--- src/hw/interlock_pkg.sv ---
// Constants, types and register map of the interlock output logic
package interlock_pkg;

	// Clock rate and derived time bases
	localparam int unsigned CLK_HZ         = 100_000_000;
	localparam int unsigned CYC_PER_US     = CLK_HZ / 1_000_000;
	localparam int unsigned STARTUP_US     = 20;
	localparam int unsigned STARTUP_CYC    = STARTUP_US * CYC_PER_US;
	localparam int unsigned SELFTEST_US    = 40;
	localparam int unsigned SELFTEST_CYC   = SELFTEST_US * CYC_PER_US;
	localparam int unsigned EDM_MAX_MS     = 200;
	localparam int unsigned EDM_MAX_CYC    = EDM_MAX_MS * (CLK_HZ / 1_000);
	localparam int unsigned RESP_MAX_US    = 15000;
	localparam int unsigned FAULT_FILT_CYC = 16;
	localparam int unsigned CMD_DISC_CYC   = 16;

	// Detection distances in mm
	localparam logic [3:0] SAFE_UNLK_MM = 4'h6;
	localparam logic [3:0] SAFE_LK_MM   = 4'ha;
	localparam logic [3:0] DIFF_MM      = 4'h3;

	// Register byte offsets
	localparam logic [7:0] REG_CTRL   = 8'h00;
	localparam logic [7:0] REG_STATUS = 8'h04;
	localparam logic [7:0] REG_TAG    = 8'h08;
	localparam logic [7:0] REG_LED    = 8'h0c;

	// Control field positions and reset values
	localparam int unsigned CTRL_UNIQUE = 0;
	localparam int unsigned CTRL_EDM    = 1;
	localparam int unsigned CTRL_LEARN  = 2;
	localparam logic [1:0]  CTRL_RST    = 2'h0;
	localparam logic [31:0] TAG_RST     = 32'h0000_0000;
	// Code carried by every shared-code tag; value is arbitrary
	localparam logic [31:0] SHARED_CODE = 32'h5a5a_0001;

	typedef enum logic [1:0] {ST_POWER_ON, ST_RUN, ST_ERROR} dev_state_type;

	typedef struct packed {
		logic       valid;
		logic       write;
		logic [7:0] addr;
	} ahb_req_type;

	typedef struct packed {
		logic ossd_a;
		logic ossd_b;
		logic door;
		logic bolt;
	} safety_out_type;

endpackage : interlock_pkg

--- src/hw/rfid_interlock_output_logic.sv ---
// Safety output decision, supervision and AHB-Lite register slave of the interlock
// Summary of operation
// Mode 1: both OSSDs need both requests, present, locked
// Mode 2: both OSSDs need both requests, present
// Mode 3: ossd_a needs request a, present, locked
// Mode 3: ossd_b needs request b, present only
// Door output follows presence, bolt output follows lock
// Entering safe area lights tag LED, door output
// Lock command locks, enables outputs, widens area
// Unlock command drops outputs, bolt, restores area
// Leaving limit area clears tag LED, door output
// Mode 2 outputs follow actuator detection directly
// Shared-code pairing accepts any shared-code tag
// Unique-code pairing accepts only the stored tag
// Learning replaces stored code, repeatable
// Supply monitored and cyclic self-test runs
// Output faults and shorts detected on readback
// Relay feedback must follow output changes
// Disagreeing lock commands flag an incoherence
// One indicator per internal function status
// Outputs drop within 15 ms of request loss
// Output fault latches error until restart
// Outputs stay off until start-up test passes
// Operating mode fixed at build time
// Incoherent commands never count as locked
// Lock commands are driven equal by the PLC
//
// Added by the designer: the AHB-Lite interface to the registers and the address map.
module rfid_interlock_output_logic
	import interlock_pkg::*;
#(
	parameter logic [1:0]  op_mode     = 2'h1,
	parameter int unsigned edm_max_cyc = EDM_MAX_CYC
) (
	input  wire logic        clk_sys_i,
	input  wire logic        reset_n_i,
	input  wire logic        hsel_i,
	input  wire logic [31:0] haddr_i,
	input  wire logic [1:0]  htrans_i,
	input  wire logic        hwrite_i,
	input  wire logic [2:0]  hsize_i,
	input  wire logic [31:0] hwdata_i,
	input  wire logic        hready_i,
	output logic      [31:0] hrdata_o,
	output logic             hreadyout_o,
	output logic             hresp_o,
	input  wire logic        safe_req_a_i,
	input  wire logic        safe_req_b_i,
	input  wire logic        bolt_cmd_a_i,
	input  wire logic        bolt_cmd_b_i,
	input  wire logic        relay_feedback_check_i,
	input  wire logic        supply_ok_i,
	input  wire logic        ossd_a_sense_i,
	input  wire logic        ossd_b_sense_i,
	input  wire logic        tag_seen_i,
	input  wire logic [31:0] tag_code_i,
	input  wire logic [3:0]  tag_dist_i,
	output logic             ossd_a_o,
	output logic             ossd_b_o,
	output logic             door_closed_out_o,
	output logic             bolt_engaged_out_o,
	output logic             solenoid_lock_o,
	output logic             supply_led_o,
	output logic             input_led_o,
	output logic             output_led_o,
	output logic             tag_presence_led_o,
	output logic             lock_led_o,
	output logic             feedback_led_o
);

	// Saturating 32-bit counter step
	function automatic logic [31:0] sat_inc(input logic [31:0] v);
		sat_inc = (v == 32'hffff_ffff) ? v : v + 32'h0000_0001;
	endfunction : sat_inc

	////////////////////////////////////////////////////////////////////////////
	// Pin synchronisers

	localparam int unsigned NSYNC = 8;
	logic [NSYNC-1:0] pin_meta_r;
	logic [NSYNC-1:0] pin_sync_r;
	wire  [NSYNC-1:0] pin_raw = {ossd_b_sense_i, ossd_a_sense_i, supply_ok_i,
		relay_feedback_check_i, bolt_cmd_b_i, bolt_cmd_a_i, safe_req_b_i, safe_req_a_i};

	// Two stages; only the second stage is read by logic
	always_ff @(posedge clk_sys_i or negedge reset_n_i) begin
		if (!reset_n_i) begin
			pin_meta_r <= '0;
			pin_sync_r <= '0;
		end else begin
			pin_meta_r <= pin_raw;
			pin_sync_r <= pin_meta_r;
		end
	end

	wire sreq_a    = pin_sync_r[0];
	wire sreq_b    = pin_sync_r[1];
	wire cmd_a     = pin_sync_r[2];
	wire cmd_b     = pin_sync_r[3];
	wire feedback  = pin_sync_r[4];
	wire supply_ok = pin_sync_r[5];
	wire sense_a   = pin_sync_r[6];
	wire sense_b   = pin_sync_r[7];

	////////////////////////////////////////////////////////////////////////////
	// Registers and state

	dev_state_type  state_r, state_nxt;
	safety_out_type out_r, out_nxt;
	ahb_req_type    req_r;
	logic [1:0]     ctrl_r;
	logic [31:0]    tag_code_r;
	logic [31:0]    hrdata_r;
	logic [31:0]    start_cnt_r, test_cnt_r, fault_cnt_r, edm_cnt_r, disc_cnt_r;
	logic           present_r, locked_r, incoh_r;
	logic           out_fault_r, edm_fault_r, supply_fault_r;
	logic [5:0]     led_r;

	////////////////////////////////////////////////////////////////////////////
	// Tag acceptance and detection area

	// Shared variant: fixed common code; unique variant: learnt code only
	wire code_match = ctrl_r[CTRL_UNIQUE] ? (tag_code_i == tag_code_r)
	                                      : (tag_code_i == SHARED_CODE);
	wire tag_ok     = tag_seen_i && code_match;
	wire lock_eff   = locked_r && !incoh_r;
	// Mode 1 widens the safe area only while locked
	wire [3:0] safe_lim  = (op_mode == 2'h1 && !lock_eff) ? SAFE_UNLK_MM : SAFE_LK_MM;
	wire [3:0] limit_lim = safe_lim + DIFF_MM;
	wire enter_safe = tag_ok && (tag_dist_i <= safe_lim);
	wire leave_lim  = !tag_ok || (tag_dist_i > limit_lim);
	// Hysteresis: hold presence while inside the limit area
	wire present_nxt = enter_safe ? 1'b1 : (leave_lim ? 1'b0 : present_r);

	////////////////////////////////////////////////////////////////////////////
	// Lock command handling

	wire cmd_lock   = cmd_a && cmd_b;
	wire cmd_unlock = !cmd_a && !cmd_b;
	wire cmd_differ = cmd_a ^ cmd_b;
	// Short skew between the two lines is tolerated before flagging
	wire incoh_nxt  = cmd_differ && (disc_cnt_r >= CMD_DISC_CYC);
	// Bolt can only be thrown onto a present actuator
	wire locked_nxt = present_nxt && (cmd_lock ? 1'b1 : (cmd_unlock ? 1'b0 : locked_r));

	////////////////////////////////////////////////////////////////////////////
	// Output decision per mode

	wire run      = (state_r == ST_RUN);
	wire both_req = sreq_a && sreq_b;
	wire m1_on    = both_req && present_r && lock_eff;
	wire m2_on    = both_req && present_r;
	wire m3_a_on  = sreq_a && present_r && lock_eff;
	wire m3_b_on  = sreq_b && present_r;
	wire dec_a    = (op_mode == 2'h1) ? m1_on : ((op_mode == 2'h2) ? m2_on : m3_a_on);
	wire dec_b    = (op_mode == 2'h1) ? m1_on : ((op_mode == 2'h2) ? m2_on : m3_b_on);

	// Everything held low outside RUN; drops on the third clock edge after request loss at the pin
	always_comb begin
		out_nxt.ossd_a = run && dec_a;
		out_nxt.ossd_b = run && dec_b;
		out_nxt.door   = run && present_r;
		out_nxt.bolt   = run && present_r && lock_eff;
	end

	////////////////////////////////////////////////////////////////////////////
	// Supervision

	wire sense_mis  = (sense_a != out_r.ossd_a) || (sense_b != out_r.ossd_b);
	wire relay_on   = out_r.ossd_a || out_r.ossd_b;
	// Feedback active means relay released, so it must be the inverse
	wire edm_mis    = ctrl_r[CTRL_EDM] && (feedback == relay_on);
	wire test_tick  = (test_cnt_r >= SELFTEST_CYC - 1);
	wire out_fault_nxt    = out_fault_r || (run && fault_cnt_r >= FAULT_FILT_CYC);
	wire edm_fault_nxt    = edm_fault_r || (run && edm_cnt_r >= edm_max_cyc);
	wire supply_fault_nxt = supply_fault_r || (run && test_tick && !supply_ok);

	// Power-on waits for the timer and a good supply; errors latch to reset
	always_comb begin
		state_nxt = state_r;
		case (state_r)
			ST_POWER_ON: begin
				if (start_cnt_r >= STARTUP_CYC && supply_ok) begin
					state_nxt = ST_RUN;
				end
			end
			ST_RUN: begin
				if (out_fault_nxt || edm_fault_nxt || supply_fault_nxt) begin
					state_nxt = ST_ERROR;
				end
			end
			default: begin
				state_nxt = ST_ERROR;
			end
		endcase
	end

	// Timers and counters
	always_ff @(posedge clk_sys_i or negedge reset_n_i) begin
		if (!reset_n_i) begin
			start_cnt_r <= '0;
			test_cnt_r  <= '0;
			fault_cnt_r <= '0;
			edm_cnt_r   <= '0;
			disc_cnt_r  <= '0;
		end else begin
			start_cnt_r <= sat_inc(start_cnt_r);
			test_cnt_r  <= test_tick ? '0 : test_cnt_r + 32'h0000_0001;
			fault_cnt_r <= sense_mis ? sat_inc(fault_cnt_r) : '0;
			edm_cnt_r   <= edm_mis ? sat_inc(edm_cnt_r) : '0;
			disc_cnt_r  <= cmd_differ ? sat_inc(disc_cnt_r) : '0;
		end
	end

	// Decision state
	always_ff @(posedge clk_sys_i or negedge reset_n_i) begin
		if (!reset_n_i) begin
			state_r        <= ST_POWER_ON;
			out_r          <= '0;
			present_r      <= 1'b0;
			locked_r       <= 1'b0;
			incoh_r        <= 1'b0;
			out_fault_r    <= 1'b0;
			edm_fault_r    <= 1'b0;
			supply_fault_r <= 1'b0;
		end else begin
			state_r        <= state_nxt;
			out_r          <= out_nxt;
			present_r      <= present_nxt;
			locked_r       <= locked_nxt;
			incoh_r        <= incoh_nxt;
			out_fault_r    <= out_fault_nxt;
			edm_fault_r    <= edm_fault_nxt;
			supply_fault_r <= supply_fault_nxt;
		end
	end

	////////////////////////////////////////////////////////////////////////////
	// Indicators: supply, inputs, tag, outputs, lock, feedback

	wire [5:0] led_nxt = {run && feedback, run && lock_eff, out_nxt.ossd_a || out_nxt.ossd_b,
		run && present_r, run && both_req, state_r != ST_POWER_ON};

	always_ff @(posedge clk_sys_i or negedge reset_n_i) begin
		if (!reset_n_i) begin
			led_r <= '0;
		end else begin
			led_r <= led_nxt;
		end
	end

	////////////////////////////////////////////////////////////////////////////
	// AHB-Lite slave, zero wait states

	wire addr_take = hsel_i && hready_i && htrans_i[1];
	wire wr_data   = req_r.valid && req_r.write;
	wire wr_ctrl   = wr_data && (req_r.addr == REG_CTRL);
	// Learning needs a tag in the field at the moment of the write
	wire learn     = wr_ctrl && hwdata_i[CTRL_LEARN] && tag_seen_i;
	wire [7:0] rd_addr = haddr_i[7:0];
	wire [31:0] status_word = {18'h0_0000, op_mode, state_r, supply_fault_r, edm_fault_r,
		out_fault_r, incoh_r, lock_eff, present_r, out_r.bolt, out_r.door,
		out_r.ossd_b, out_r.ossd_a};
	logic [31:0] rd_mux;

	// Unmapped and unaligned offsets read as zero
	always_comb begin
		if (rd_addr == REG_CTRL && haddr_i[31:8] == 24'h00_0000) begin
			rd_mux = {30'h0000_0000, ctrl_r};
		end else if (rd_addr == REG_STATUS && haddr_i[31:8] == 24'h00_0000) begin
			rd_mux = status_word;
		end else if (rd_addr == REG_TAG && haddr_i[31:8] == 24'h00_0000) begin
			rd_mux = tag_code_r;
		end else if (rd_addr == REG_LED && haddr_i[31:8] == 24'h00_0000) begin
			rd_mux = {26'h000_0000, led_r};
		end else begin
			rd_mux = 32'h0000_0000;
		end
	end

	// Address phase capture and read data for the following data phase
	always_ff @(posedge clk_sys_i or negedge reset_n_i) begin
		if (!reset_n_i) begin
			req_r    <= '0;
			hrdata_r <= '0;
		end else begin
			req_r.valid <= addr_take;
			req_r.write <= hwrite_i;
			req_r.addr  <= (haddr_i[31:8] == 24'h00_0000) ? haddr_i[7:0] : 8'hff;
			hrdata_r    <= (addr_take && !hwrite_i) ? rd_mux : 32'h0000_0000;
		end
	end

	// Writable registers; the stored tag code may be relearnt at will
	always_ff @(posedge clk_sys_i or negedge reset_n_i) begin
		if (!reset_n_i) begin
			ctrl_r     <= CTRL_RST;
			tag_code_r <= TAG_RST;
		end else begin
			if (wr_ctrl) begin
				ctrl_r <= hwdata_i[1:0];
			end
			if (learn) begin
				tag_code_r <= tag_code_i;
			end
		end
	end

	////////////////////////////////////////////////////////////////////////////
	// Output pins, all straight from flip-flops except the constant hreadyout_o and hresp_o

	assign hrdata_o           = hrdata_r;
	assign hreadyout_o        = 1'b1;
	assign hresp_o            = 1'b0;
	assign ossd_a_o           = out_r.ossd_a;
	assign ossd_b_o           = out_r.ossd_b;
	assign door_closed_out_o  = out_r.door;
	assign bolt_engaged_out_o = out_r.bolt;
	assign solenoid_lock_o    = locked_r;
	assign supply_led_o       = led_r[0];
	assign input_led_o        = led_r[1];
	assign tag_presence_led_o = led_r[2];
	assign output_led_o       = led_r[3];
	assign lock_led_o         = led_r[4];
	assign feedback_led_o     = led_r[5];

endmodule : rfid_interlock_output_logic
--- config.mk ---
export PLATFORM = sky130hd
export DESIGN_NAME = rfid_interlock_output_logic
export DESIGN_NICKNAME = d
export VERILOG_FILES = /design/src/hw/interlock_pkg.sv /design/src/hw/rfid_interlock_output_logic.sv
export SDC_FILE = /design/constraint.sdc
export NUM_CORES = 1
export LEC_CHECK = 0
export ABC_AREA = 1
export BUFFER_PORTS_ARGS = -buffer_cell sky130_fd_sc_hd__clkbuf_2
export CORE_ASPECT_RATIO = 1.2
export CORE_MARGIN = 10
export CORE_UTILIZATION = 30
export CTS_BUF_LIST = sky130_fd_sc_hd__clkbuf_8
export CTS_CLUSTER_DIAMETER = 50
export DETAILED_ROUTE_END_ITERATION = 8
export GPL_TIMING_DRIVEN = 0
export PLACE_DENSITY = 0.59
export SYNTH_ARGS = -nofsm -noshare
export SYNTH_HDL_FRONTEND = slang
export SYNTH_SLANG_ARGS = --single-unit
--- constraint.sdc ---
create_clock -name clk_sys_i -period 1.6 [get_ports clk_sys_i]
set_input_delay 0.24 -clock clk_sys_i [delete_from_list [all_inputs] [get_ports clk_sys_i]]
set_output_delay 0.24 -clock clk_sys_i [all_outputs]
set_load 0.01 [all_outputs]
==> impl_metrics.tcl <==
set metrics [dict create \
    syn_area_um2 14300 \
    portBuffers 128 \
    wirelength_um 43940 \
    slowest_delay_ns 0.59 \
    finalPower_mw 13.87 \
    worst-setup-path-type "reg -> out" \
    hpwlAfterDp_um 31240 \
    avgSynthCellArea_um2 7.667 \
    final_antenna_net_count 0 \
    holdPathStages 4 \
    drcViolationCount 0 \
    powerDensity_nw_per_um2 714.1 \
    finalCriticalPeriod_ns 1.669 \
    root_buffer "clkbuf_8" \
    cts_buffers 44 \
    finalSetupViolCount 31 \
    grt.busiest_layer "met2" \
    r2r_cells 7 \
    core.rowCount 87 \
    dp.cells 2638 \
    wl_per_cell_um 15.43 \
    area_delta_synth_final_pct 35.84 \
    drive_gt1_share_pct 30.35 \
    crit_chain "buf_6, buf_8" \
    drt_iter0_markers 1050 \
    syn_inst 1865 \
    r2r_start "fault_cnt_r[16]" \
    fmax_mhz 599.1 \
    instances_no_fill 2848 \
    grt.total_usage_pct 14.76 \
    die_h_um 259.2 \
    min-delay-start "hwdata_i[2]" \
    maxSlewHeadroom_pct 59.86 \
    post-synth-top-count-cell "nand2_1" \
    arrival_ns 1.43 \
    clk_path_buf_depth 3 \
    use_met2_pct 25.02 \
    path_max_fanout 7 \
    fp.dieArea_um2 56830 \
    status "finished with violations" \
    cts_tree "yes" \
    use_met1_pct 17.83 \
    hp-class "in -> reg" \
    multi_input_area_um2 7754 \
    violations "setup timing" \
    async_flop_share_pct 100.0 \
    yosys.area.top_type "dfrtp_1" \
    vias 13580 \
    viasPerCell 4.768 \
    cts_max_level 2 \
    hold_end "tag_code_r[0]" \
    clock_latency_ns 0.57 \
    overflow 0 \
    critPathRequiredTime_ns 1.36 \
    ys_seq_elements 267 \
    die_w_um 219.3 \
    cp-end-kind "output pin" \
    slowest_stage "dfrtp_4" \
    setup_slack_ns -0.06928 \
    initial_utilization_pct 30.41 \
    yosysSeqAreaShare_pct 46.73 \
    yosysWarnings 0 \
    rr_endpoint "fault_cnt_r[2]" \
    max-cap-violations 0 \
    drv_slew 0 \
    grt_pass1_vias 13320 \
    grt_max_degree 110 \
    fillers 4692 \
    vdd_drop_max_mv 0.5280 \
    synth-main-ff-cell "dfrtp_1" \
    fin_crit_sh_pct 104.3 \
    first_pass_iters 5 \
    rsz0062_at_grt "yes" \
    synth.distinct_cells 45 \
    cp_num_buf_inv 2 \
    grtUsageMet3_pct 2.762 \
    tightestPinTransition_ns 0.6022 \
    grt_pass1_wl_um 68730 \
    clk_pin_slew_worst_paths_ns 0.06 \
    synthTopCellsByArea "dfrtp_1 47%, nand2_1 13%, nor2_1 6.4%" \
    p_leak_nw 9.367 \
    gp_routability_congestion 0.9037 \
    final_util_pct 41.30 \
    antenna_found_initial 1 \
    crit_path_start_kind "flop" \
    ff2ff_setup_slack_ns -0.06 \
    seqCellArea_um2 6718 \
    core_region_area_um2 47030 \
    holdWs_ns 0.07858 \
    finalHoldViolCount 0 \
    nets 2330 \
    cts_sinks 267 \
    synth-edff-count 0 \
    critPathTopFamily "flip-flops" \
    synth_common_cells "503 x nand2_1, 267 x dfrtp_1, 244 x nor2_1" \
    synth_top_area_share_pct 46.73 \
    ios 164 \
    finalClockSkew_ns 0.03183 \
]
-- layout make-up --
class	instances	share of cell area, %
Clock inverter	19	0.5540
Timing Repair Buffer	263	10.44
Sequential cell	267	34.59
Buffer	44	2.300
Antenna cell	1	0.01288
Multi-Input combinational cell	1359	39.92
Inverter	218	4.355
Clock buffer	54	3.826
Tap cell	623	4.013
-- state kept, by name, summed over array words and instances, names as in the netlist, 2 cells and up --
name	count
ctrl_r	2
pin_sync_r	8
test_cnt_r	32
tag_code_r	32
fault_cnt_r	32
hrdata_o	32
req_r	10
pin_meta_r	8
edm_cnt_r	32
start_cnt_r	32
state_r	2
led_r	6
disc_cnt_r	32
-- layout by cell type (no fill, tap or decap), drive strengths merged, types with 2 or more instances in the layout --
cell	Yosys	layout
o22ai	2	2
or2	45	45
nor4	16	16
and3	2	2
nor3	85	85
ha	14	14
nand3	183	185
o21ai	78	78
o211ai	5	5
nor2	256	256
nand3b	5	5
conb	2	22
dlygate4sd3	0	54
inv	215	227
o31ai	22	22
xnor2	3	3
buf	34	116
xor2	31	31
clkinv	3	8
a21oi	30	31
clkbuf	10	190
dfrtp	267	267
nand2	507	507
nand4	46	46
-- power breakdown --
group / leakage [nW] / switching, mW / total [mW] / internal [mW]
Sequential: 3.53 / 0.0996 / 6.96 / 6.86
Clock: 0.486 / 2.76 / 5.94 / 3.18
Combinational: 5.35 / 0.563 / 0.967 / 0.404
Total: 9.37 / 3.42 / 13.9 / 10.4
-- repair_timing --
| action | 4_1_cts | 5_1_grt |
|---|---|---|
| pin swaps | 29 | 77 |
| hold buffers | 54 | 0 |
| endpoints found under the hold margin | 113 | 0 |
| cloned | 3 | 10 |
| gates resized for setup | 139 | 279 |
| buffers inserted | 30 | 40 |
| endpoints found under the setup margin | 166 | 176 |
-- worst reg2reg max path: cells and delay by family, from the launching register on --
family                 cells  cell delay (ns)
AOI/OAI and AO/OA          1             0.07
buffers and inverters      1             0.20
DFF                        1             0.42
and+or+nand+nor            5             0.85
-- metal layers --
metal  share of wire, %  routed length [um]
met1                 42               18440
met2                 49               21340
met3                5.7                2503
met4                3.8                1654
met5                  0                   0
-- cell families (layout without fill, tap and decap cells) --
kind of cell | count (synthesis) | count (layout) | share of synthesized area (%)
adder cells (fa/ha/maj) | 14 | 14 | 1.225
flip-flops | 267 | 267 | 46.73
AO/OA/AOI/OAI | 141 | 142 | 5.749
AND/OR/NAND/NOR | 1145 | 1147 | 36.60
other | 2 | 23 | 0.05252
buffers and inverters | 262 | 598 | 7.560
XOR/XNOR | 34 | 34 | 2.083
-- per-stage QoR --
step           setup TNS, ns  setup slack, ns  instance area [um^2]
3_5_place_dp          -50.63          -0.4927                 15860
3_3_place_gp        -1493.68           -5.461                 15790
6_report             -0.6869         -0.06928                 19420
5_1_grt               -7.784          -0.1401                 19420
2_1_floorplan              0          0.03821                 14370
4_1_cts              -0.4387         -0.09002                 18080
-- how the worst max path moves through the flow --
stage / depth (start not counted) / end / startpoint / slack, ns
2_1_floorplan: 8 / start_cnt_r[18] / start_cnt_r[0] / 0.04
3_3_place_gp: 1 / fault_cnt_r[24] / reset_n_i / -5.46
3_5_place_dp: 5 / edm_cnt_r[8] / led_r[3] / -0.49
4_1_cts: 2 / output_led_o / led_r[3] / -0.09
5_1_grt: 7 / fault_cnt_r[2] / fault_cnt_r[16] / -0.14
6_report: 2 / ossd_b_o / led_r[3] / -0.07
No activity file was read; power rests on OpenSTA's default activity.
